==> config.mk <==
export PLATFORM = sky130hd
export DESIGN_NAME = ppl_port
export DESIGN_NICKNAME = d
export VERILOG_FILES = /design/src/logic/ppl_pkg.sv /design/src/logic/ppl_port.sv
export VERILOG_INCLUDE_DIRS = /design/src /design/src/logic
export SDC_FILE = /design/constraint.sdc
export NUM_CORES = 1
export LEC_CHECK = 0
export BUFFER_PORTS_ARGS = -buffer_cell sky130_fd_sc_hd__buf_2
export CAP_MARGIN = 20
export CELL_PAD_IN_SITES_DETAIL_PLACEMENT = 1
export CELL_PAD_IN_SITES_GLOBAL_PLACEMENT = 1
export CORE_MARGIN = 2
export CORE_UTILIZATION = 36
export CTS_CLUSTER_DIAMETER = 200
export DETAILED_ROUTE_END_ITERATION = 10
export GPL_ROUTABILITY_DRIVEN = 0
export HOLD_SLACK_MARGIN = 0.12
export PLACE_DENSITY_LB_ADDON = 0.1
export SETUP_SLACK_MARGIN = 0.2
export SLEW_MARGIN = 20
export SYNTH_ARGS = -nofsm -noshare
export SYNTH_HDL_FRONTEND = slang
export SYNTH_SLANG_ARGS = --single-unit
==> constraint.sdc <==
create_clock -name clk_i -period 2 [get_ports clk_i]
set_input_delay 0.4 -clock clk_i [delete_from_list [all_inputs] [get_ports clk_i]]
set_output_delay 0.4 -clock clk_i [all_outputs]
set_load 0.05 [all_outputs]
==> src/logic/ppl_map.svh <==
// Purpose: offsets, reset values and keys of the port block
// Assumes: 32-bit classic Wishbone, one register per aligned word
// Notes: definitions only
`ifndef PPL_MAP_SVH
`define PPL_MAP_SVH
// ************
// offsets
// ************
`define PPL_OFS_PIN_LEVEL 8'h00
`define PPL_OFS_DIRECTION 8'h04
`define PPL_OFS_LATCH 8'h08
`define PPL_OFS_ANALOG 8'h0c
`define PPL_OFS_PULLUP 8'h10
`define PPL_OFS_OPEN_DRAIN 8'h14
`define PPL_OFS_SLEW 8'h18
`define PPL_OFS_THRESHOLD 8'h1c
`define PPL_OFS_LOCK 8'h20
`define PPL_OFS_SEL_OUT 8'h24
`define PPL_OFS_SEL_IN 8'h28
// ************
// fields and values
// ************
`define PPL_LOCK_BIT 0
`define PPL_RST_DIRECTION 8'hff
`define PPL_RST_ANALOG 8'hff
`define PPL_RST_LATCH 8'h00
`define PPL_RST_CFG 8'h00
`define PPL_RST_SEL_IN 3'h0
`define PPL_KEY_FIRST 8'h55
`define PPL_KEY_SECOND 8'haa
`define PPL_I2C_PINS 8'h06
`endif

==> src/logic/ppl_pkg.sv <==
// Purpose: types of the port block
// Assumes: constants live in ppl_map.svh
// Notes: state of the block is one packed struct
package ppl_pkg;
  typedef enum logic [1:0] {
    PPL_SEQ_IDLE = 2'b00,
    PPL_SEQ_KEY1 = 2'b01,
    PPL_SEQ_ARMED = 2'b11
  } ppl_seq_t;

  typedef struct packed {
    logic [7:0] lat;
    logic [7:0] dir;
    logic [7:0] ans;
    logic [7:0] wpu;
    logic [7:0] odc;
    logic [7:0] slr;
    logic [7:0] inl;
    logic [7:0] sel_out;
    logic [2:0] sel_in;
    logic lock;
    logic oneway;
    logic ow_done;
    ppl_seq_t seq;
    logic ack;
    logic [31:0] dat;
    logic [7:0] pin_s1;
    logic [7:0] pin_s2;
    logic [7:0] pad_out;
    logic [7:0] pad_oe_n;
    logic [7:0] od;
    logic [7:0] pull;
    logic [7:0] slew;
    logic [7:0] schmitt;
    logic [7:0] i2c_buf;
    logic periph_in;
  } ppl_state_t;
endpackage : ppl_pkg

==> src/logic/ppl_port.sv <==
// Purpose: eight-pin general-purpose port with pin-select ownership and lock
// Assumes: classic Wishbone slave, single clock, por_i and rst_i synchronous
// Notes: pad outputs lag register writes by one cycle
//
// Decided for this implementation: the register offsets and the Wishbone slave port.
`timescale 1ns/1ns
`include "ppl_map.svh"

module ppl_port (
  input wire logic clk_i,
  input wire logic rst_i,
  input wire logic por_i,
  input wire logic pin_select_one_way_option_i,
  input wire logic wb_cyc_i,
  input wire logic wb_stb_i,
  input wire logic wb_we_i,
  input wire logic [7:0] wb_adr_i,
  input wire logic [3:0] wb_sel_i,
  input wire logic [31:0] wb_dat_i,
  output logic [31:0] wb_dat_o,
  output logic wb_ack_o,
  input wire logic [7:0] pad_in_i,
  output logic [7:0] pad_out_o,
  output logic [7:0] pad_oe_n_o,
  output logic [7:0] pullup_en_o,
  output logic [7:0] slew_limit_o,
  output logic [7:0] schmitt_sel_o,
  output logic [7:0] i2c_buffer_o,
  input wire logic periph_out_i,
  input wire logic periph_i2c_i,
  output logic periph_in_o,
  input wire logic [7:0] analog_out_en_i
);

  // ************
  // state
  // ************
  ppl_pkg::ppl_state_t st;
  ppl_pkg::ppl_state_t next_st;

  logic [7:0] pin_dig;
  logic [7:0] src_w;
  logic [7:0] od_w;
  logic [7:0] drv_w;
  logic [7:0] i2c_w;
  logic [7:0] i2c_pins;
  logic req;
  logic wr;
  logic [7:0] wd;

  assign i2c_pins = `PPL_I2C_PINS;
  // analog pins read zero; only the second sync stage is read
  assign pin_dig = st.pin_s2 & ~st.ans;
  assign req = wb_cyc_i & wb_stb_i & ~st.ack;
  assign wr = req & wb_we_i & wb_sel_i[0];
  assign wd = wb_dat_i[7:0];

  // ************
  // per-pin drive
  // ************
  generate
    for (genvar i = 0; i < 8; i++) begin : g_pin
      // pin-select ownership replaces the latch as source
      assign src_w[i] = st.sel_out[i] ? periph_out_i : st.lat[i];
      assign i2c_w[i] = st.sel_out[i] & periph_i2c_i;
      assign od_w[i] = st.odc[i] | i2c_w[i];
      // analog select plays no part in the driver
      assign drv_w[i] = ~st.dir[i] & ~analog_out_en_i[i] &
                        (~od_w[i] | ~src_w[i]);
    end
  endgenerate

  // ************
  // next state
  // ************
  always_comb begin
    next_st = st;
    next_st.ack = req;
    next_st.pin_s1 = pad_in_i;
    next_st.pin_s2 = st.pin_s1;

    // register reads
    if (req) begin
      next_st.dat = 32'h0000_0000;
      case (wb_adr_i)
        `PPL_OFS_PIN_LEVEL: begin
          next_st.dat[7:0] = pin_dig;
        end
        `PPL_OFS_DIRECTION: begin
          next_st.dat[7:0] = st.dir;
        end
        `PPL_OFS_LATCH: begin
          next_st.dat[7:0] = st.lat;
        end
        `PPL_OFS_ANALOG: begin
          next_st.dat[7:0] = st.ans;
        end
        `PPL_OFS_PULLUP: begin
          next_st.dat[7:0] = st.wpu;
        end
        `PPL_OFS_OPEN_DRAIN: begin
          next_st.dat[7:0] = st.odc;
        end
        `PPL_OFS_SLEW: begin
          next_st.dat[7:0] = st.slr;
        end
        `PPL_OFS_THRESHOLD: begin
          next_st.dat[7:0] = st.inl;
        end
        `PPL_OFS_LOCK: begin
          next_st.dat[`PPL_LOCK_BIT] = st.lock;
        end
        `PPL_OFS_SEL_OUT: begin
          next_st.dat[7:0] = st.sel_out;
        end
        `PPL_OFS_SEL_IN: begin
          next_st.dat[2:0] = st.sel_in;
        end
        default: begin
          next_st.dat = 32'h0000_0000;
        end
      endcase
    end

    // register writes
    if (wr) begin
      case (wb_adr_i)
        // software modifies what it read from the pins
        `PPL_OFS_PIN_LEVEL: begin
          next_st.lat = wd;
        end
        `PPL_OFS_LATCH: begin
          next_st.lat = wd;
        end
        `PPL_OFS_DIRECTION: begin
          next_st.dir = wd;
        end
        `PPL_OFS_ANALOG: begin
          next_st.ans = wd;
        end
        `PPL_OFS_PULLUP: begin
          next_st.wpu = wd;
        end
        `PPL_OFS_OPEN_DRAIN: begin
          next_st.odc = wd;
        end
        `PPL_OFS_SLEW: begin
          next_st.slr = wd;
        end
        `PPL_OFS_THRESHOLD: begin
          next_st.inl = wd;
        end
        `PPL_OFS_SEL_OUT: begin
          if (!st.lock) begin
            next_st.sel_out = wd;
          end
        end
        `PPL_OFS_SEL_IN: begin
          if (!st.lock) begin
            next_st.sel_in = wd[2:0];
          end
        end
        default: begin
          next_st.lat = st.lat;
        end
      endcase

      // key sequence; any other write restarts it
      if (wb_adr_i == `PPL_OFS_LOCK) begin
        case (st.seq)
          ppl_pkg::PPL_SEQ_IDLE: begin
            next_st.seq = (wd == `PPL_KEY_FIRST) ?
                          ppl_pkg::PPL_SEQ_KEY1 : ppl_pkg::PPL_SEQ_IDLE;
          end
          ppl_pkg::PPL_SEQ_KEY1: begin
            if (wd == `PPL_KEY_SECOND) begin
              next_st.seq = ppl_pkg::PPL_SEQ_ARMED;
            end else if (wd == `PPL_KEY_FIRST) begin
              next_st.seq = ppl_pkg::PPL_SEQ_KEY1;
            end else begin
              next_st.seq = ppl_pkg::PPL_SEQ_IDLE;
            end
          end
          ppl_pkg::PPL_SEQ_ARMED: begin
            next_st.seq = ppl_pkg::PPL_SEQ_IDLE;
            // one-way: once set, the lock sticks until reset
            if (!st.ow_done) begin
              next_st.lock = wd[`PPL_LOCK_BIT];
              next_st.ow_done = st.oneway & wd[`PPL_LOCK_BIT];
            end
          end
          default: begin
            next_st.seq = ppl_pkg::PPL_SEQ_IDLE;
          end
        endcase
      end else begin
        next_st.seq = ppl_pkg::PPL_SEQ_IDLE;
      end
    end

    // pad controls, registered so every output is a flop
    next_st.pad_out = src_w & ~od_w;
    next_st.pad_oe_n = ~drv_w;
    next_st.od = od_w;
    next_st.pull = st.wpu;
    next_st.slew = st.slr;
    // I2C buffers exist only on the designated pins
    next_st.i2c_buf = i2c_w & i2c_pins;
    next_st.schmitt = st.inl & ~(i2c_w & i2c_pins);
    next_st.periph_in = pin_dig[st.sel_in];

    // resets: only power-on clears pin-select selections
    if (por_i || rst_i) begin
      next_st = '0;
      next_st.dir = `PPL_RST_DIRECTION;
      next_st.ans = `PPL_RST_ANALOG;
      next_st.lat = `PPL_RST_LATCH;
      next_st.wpu = `PPL_RST_CFG;
      next_st.odc = `PPL_RST_CFG;
      next_st.slr = `PPL_RST_CFG;
      next_st.inl = `PPL_RST_CFG;
      next_st.pad_oe_n = 8'hff;
      next_st.seq = ppl_pkg::PPL_SEQ_IDLE;
      next_st.oneway = pin_select_one_way_option_i;
      next_st.sel_out = por_i ? `PPL_RST_CFG : st.sel_out;
      next_st.sel_in = por_i ? `PPL_RST_SEL_IN : st.sel_in;
    end
  end

  always_ff @(posedge clk_i) begin
    st <= next_st;
  end

  // ************
  // outputs
  // ************
  assign wb_dat_o = st.dat;
  assign wb_ack_o = st.ack;
  assign pad_out_o = st.pad_out;
  assign pad_oe_n_o = st.pad_oe_n;
  assign pullup_en_o = st.pull;
  assign slew_limit_o = st.slew;
  assign schmitt_sel_o = st.schmitt;
  assign i2c_buffer_o = st.i2c_buf;
  assign periph_in_o = st.periph_in;

  logic wr_lock;
  assign wr_lock = wr && (wb_adr_i == `PPL_OFS_LOCK);
endmodule : ppl_port
# == Word-level counts from Yosys, hierarchy flattened ==
# Index checks and enable logic that the tools add are counted.
# W data, S select, Z words.
# classes
magnitude_cmp,1
n_eq_ne,16
n_mux,33
bitwise,86
reduce_logical,18
# ops
cell,count
$mux W122,1
$pmux W5 S9,1
$not A1 Y1,34
$eq A8 B5 Y1 const B,4
$mux W8,4
$and A1 B1 Y1,29
$and A8 B8 Y8,3
$eq A8 B6 Y1 const B,3
$not A8 Y8,3
$pmux W2 S10,1
$eq A8 B4 Y1 const B,2
$mux W1,16
$or A1 B1 Y1,16
$reduce_and A2 Y1,7
$mux W12,1
$mux W3,4
$reduce_and A4 Y1,3
$pmux W1 S11,1
$eq A8 B3 Y1 const B,1
$eq A8 B7 Y1 const B,1
$eq A8 B8 Y1 const B,1
$logic_not A8 Y1,1
$not A3 Y8,1
$reduce_bool A2 Y1,3
12 further kinds,13
# totals
register_bits,146
inputBits,69
word_cells,179

# == Logic depth before layout (Yosys ltp) ==
# logic_depth
word_depth,7
mapped_depth,8
mapped_depth_nobuf,5

# == Worst setup path after synthesis ==
# No wires, ideal clock.
# synth_timing
path_type,flip-flop to flip-flop
startpoint,"reg st, in the netlist wb_ack_o"
endpoint,reg st[122] (netlist name)
t_arrival_ps,1937
required_time_ps,1872
path_slack_ps,-65
stages_incl_launch_ff,8
path_buffers,2
cell_sequence,dfxtp_1 -> and3b_1 -> buf_2 -> nand3_2 -> buf_2 -> nor3_4 -> mux2i_1 -> nor2_1
# synth_via
elab_chain_cells,5
# synth_lines
item,line,source
from (decl),ppl_port.sv:38,ppl_pkg::ppl_state_t st;
from (signal assigned),ppl_port.sv:231,st <= next_st;
$not A1 Y1,ppl_port.sv:54,assign req = wb_cyc_i & wb_stb_i & ~st.ack;
$and A1 B1 Y1,ppl_port.sv:54,
$and A1 B1 Y1 (2 in a row),ppl_port.sv:55,assign wr = req & wb_we_i & wb_sel_i[0];
$reduce_and A2 Y1 (no line),--,
# No other way between the ends.
# A chain may end at the register's enable or synchronous reset.

# == Final worst setup path ==
# layout_timing
startpoint,in wb_adr_i[7]
endpoint,reg st[175] (netlist name)
# layout_via
elab_chain_cells,3
# layout_lines
item,line,source
from (decl),ppl_port.sv:17,"input wire logic [7:0] wb_adr_i,"
$eq A8 B4 Y1 or $logic_not A8 Y1 (tied branches),ppl_port.sv:127,case (wb_adr_i)
$reduce_or A2 Y1 (no line) *,--,
$reduce_and A2 Y1 (no line) *,--,
# Every way passes the cells marked *; elsewhere a longest branch is shown, timed or not.

==> flow_metrics.env <==
export IMPL_multi_input_area_mm2=0.00283
export IMPL_nFillCells=1993
export IMPL_drc=0
export IMPL_clkSlewWorstSetupHoldPaths_ns=0.06
export IMPL_crit_required_ns=2.31
export IMPL_antenna_left=0
export IMPL_seq_power_share_pct=43.1
export IMPL_layout_common_cells="127 x dfxtp_1, 93 x buf_2, 59 x nor2_1"
export IMPL_post_drt_wl_per_cell_um=19.7
export IMPL_grt_setup_unrepaired="false"
export IMPL_p_leak_uw=0.00311
export IMPL_ys_seq_elements=140
export IMPL_setup_violations=0
export IMPL_p_switching_uw=1580
export IMPL_maxCapViolCount=0
export IMPL_fin_ws_ns=0.268
export IMPL_drt_pre_antenna_iters=5
export IMPL_cp_startpoint="wb_adr_i[7]"
export IMPL_cp_arrival_ns=2.05
export IMPL_post_cts_buffers=0
export IMPL_h_tree_depth=4
export IMPL_ir_worst_vdd_mv=0.585
export IMPL_synth_top_area_share_pct=40.2
export IMPL_end_kind="flop"
export IMPL_maxSlewViolCount=0
export IMPL_dieArea_mm2=0.0188
export IMPL_drive_above_1_share_pct=28.6
export IMPL_viasPerCell=5.07
export IMPL_synth_edf_count=12
export IMPL_r2r_slack_ns=0.29
export IMPL_antenna_cells=0
export IMPL_num_vias=5038
export IMPL_stdcell_count=994
export IMPL_min_period_ns=1.73
export IMPL_fmax_mhz=577
export IMPL_dp_slack_ns=-0.158
export IMPL_antenna_found_initial=0
export IMPL_post_route_period_util_pct=86.6
export IMPL_hold_viol_final=0
export IMPL_num_rows=48
export IMPL_finClkSkew_ns=0.0115
export IMPL_cpPeakStageDelay_ns=0.58
export IMPL_clk_insertion_delay_late_ns=0.43
export IMPL_status="completed"
export IMPL_grt_pass1_vias=5166
export IMPL_yosys_top_cells_area="dfxtp_1 40%, buf_4 9.4%, mux2i_1 9.1%"
export IMPL_grt_usage_pct=21.7
export IMPL_worstSetupStartpointType="primary input"
export IMPL_p_comb_share_pct=7.5
export IMPL_cts_tree="done"
export IMPL_routed_wl_um=19600
export IMPL_setup_tns_ns=0
export IMPL_grt_pass1_wl_um=29800
export IMPL_start_util_pct=36.9
export IMPL_root_buffer="clkbuf_16"
export IMPL_rr_worst_depth=7
export IMPL_hp_class="primary input to flop"
export IMPL_internal_power_uw=5050
export IMPL_synth_area_per_cell_um2=9.34
export IMPL_p_sw_share_pct=23.9
export IMPL_final_common_cell="dfxtp_1"
export IMPL_cp_max_fo=8
export IMPL_die_h_um=137
export IMPL_synth_distinct_cells=52
export IMPL_async_flop_share_pct=0
export IMPL_cts_made_buffers=17
export IMPL_r2r_start="wb_ack_o"
export IMPL_synth_warnings=0
export IMPL_place_inst=962
export IMPL_die_x_um=137
export IMPL_dp_hpwl_um=14400
export IMPL_power_frac_clock_pct=49.3
export IMPL_clock_sinks=140
export IMPL_clockBufferDepth=2
export IMPL_grt_max_degree=69
export IMPL_cp_top_family="simple AND/OR/NAND/NOR gates"
export IMPL_cp_num_buf_inv=2
export IMPL_design_final_nets=825
export IMPL_pwr_density_cell_mw_per_mm2=866
export IMPL_crit_path_top_delay_cell="or4_4"
export IMPL_syn_to_final_growth_pct=20.2
export IMPL_dr_first_iter_drc_count=274
export IMPL_synth_cells=683
export IMPL_cp_cell_sequence="buf_2, or4_4, or2_4, nor3_4, buf_12, mux2i_1, nor2_1"
export IMPL_seqCellArea_mm2=0.00293
export IMPL_crit_type="primary input to flop"
export IMPL_yosysSeqAreaShare_pct=45.8
export IMPL_cp_endpoint="st[175]"
export IMPL_pin_count=151
export IMPL_core_mm2=0.0173
export IMPL_synth_area_leader_cell="dfxtp_1"
export IMPL_port_buffers=93
export IMPL_r2r_end="st[134]"
export IMPL_overflow=0
export IMPL_worstSetupPathDepth=7
export IMPL_synth_main_ff_cell="dfxtp_1"
export IMPL_synth_area_mm2=0.00638
power groups by stage:
| stage | combinational [uW] | sequential [uW] | clock, uW |
|---|---|---|---|
| final | 499 | 2860 | 3270 |
| after global routing | 531 | 2860 | 3470 |
| after CTS | 496 | 2860 | 3350 |
| after detailed placement | 494 | 2920 | 0 |
| after global placement | 490 | 2920 | 0 |
| after floorplan | 363 | 2920 | 0 |
registers in the layout, summed over array words and instances, names as in the netlist:
register       flops
pad_oe_n_o         8
wb_dat_o           8
st                88
i2c_buffer_o       2
slew_limit_o       8
pullup_en_o        8
pad_out_o          8
periph_in_o        1
wb_ack_o           1
schmitt_sel_o      8
per-layer routing:
layer | global-route usage, % | part of all wire, % | vias up
li1 | - | - | 2390
met1 | 27.5 | 44 | 2460
met2 | 36.1 | 48 | 158
met3 | 4.33 | 5.2 | 30
met4 | 8.76 | 2.5 | 0
met5 | 0 | 0 | -
worst min-delay path by stage:
stage | from | to | depth (start not counted)
global placement | st[72] | st[64] | 1
detailed placement | st[66] | st[58] | 1
finish | pin_select_one_way_option_i | st[109] | 1
global route | pin_select_one_way_option_i | st[109] | 1
floorplan | st[65] | st[57] | 1
CTS | pin_select_one_way_option_i | st[109] | 1
cells by family (layout without fill, tap and decap cells):
logic type	count (synthesis)	after routing	synth area share, %
mux	70	70	11.6
xor+xnor	1	1	0.137
compound gates	99	99	9.58
flops	140	140	45.8
buf+inv	134	191	12.8
other cells	1	30	0.0588
simple gates	238	238	20.1
synthesized netlist by cell type, types with 3 or more instances:
cell,count
clkbuf_1,29
dfxtp_1,128
nand2_1,50
nor3b_1,7
o211ai_1,4
mux2_2,10
a32oi_1,3
o21ai_0,23
buf_4,80
and2_1,41
nor2_1,61
nand3_1,13
inv_1,13
nor3_1,12
a22oi_1,7
edfxtp_1,12
nand4_1,3
nor2b_1,14
mux2i_1,58
a31oi_1,5
a21oi_1,34
a2111oi_0,9
buf_1,4
o22ai_1,6
nor3_4,4
and3_1,13
buf_2,8
stage by stage:
stage / area (um2) / power (uW) / utilization (%) / hold WS (ns)
after detailed placement: 7010 / 3420 / 40.5 / 0.415
after global placement: 7010 / 3410 / 40.5 / 0.409
final: 7660 / 6630 / 44.3 / 0.153
after global routing: 7660 / 6870 / 44.3 / 0.143
after CTS: 7640 / 6710 / 44.2 / 0.138
after floorplan: 6580 / 3280 / - / 0.406
layout make-up:
class,count,area share (%)
timing repair buffer,146,12.3
clock buffer,25,7.30
clock inverter,7,0.931
multi-input combinational,438,37.0
tap,225,3.67
sequential,140,38.2
inverter,13,0.637
what timing repair did:
action                                  4_1_cts  5_1_grt
hold buffers                                  0        0
resized for setup                             2        4
pin swaps                                     0        1
endpoints found under the hold margin         0        0
endpoints found under the setup margin       25       16
(Power assumes the default switching activity.)
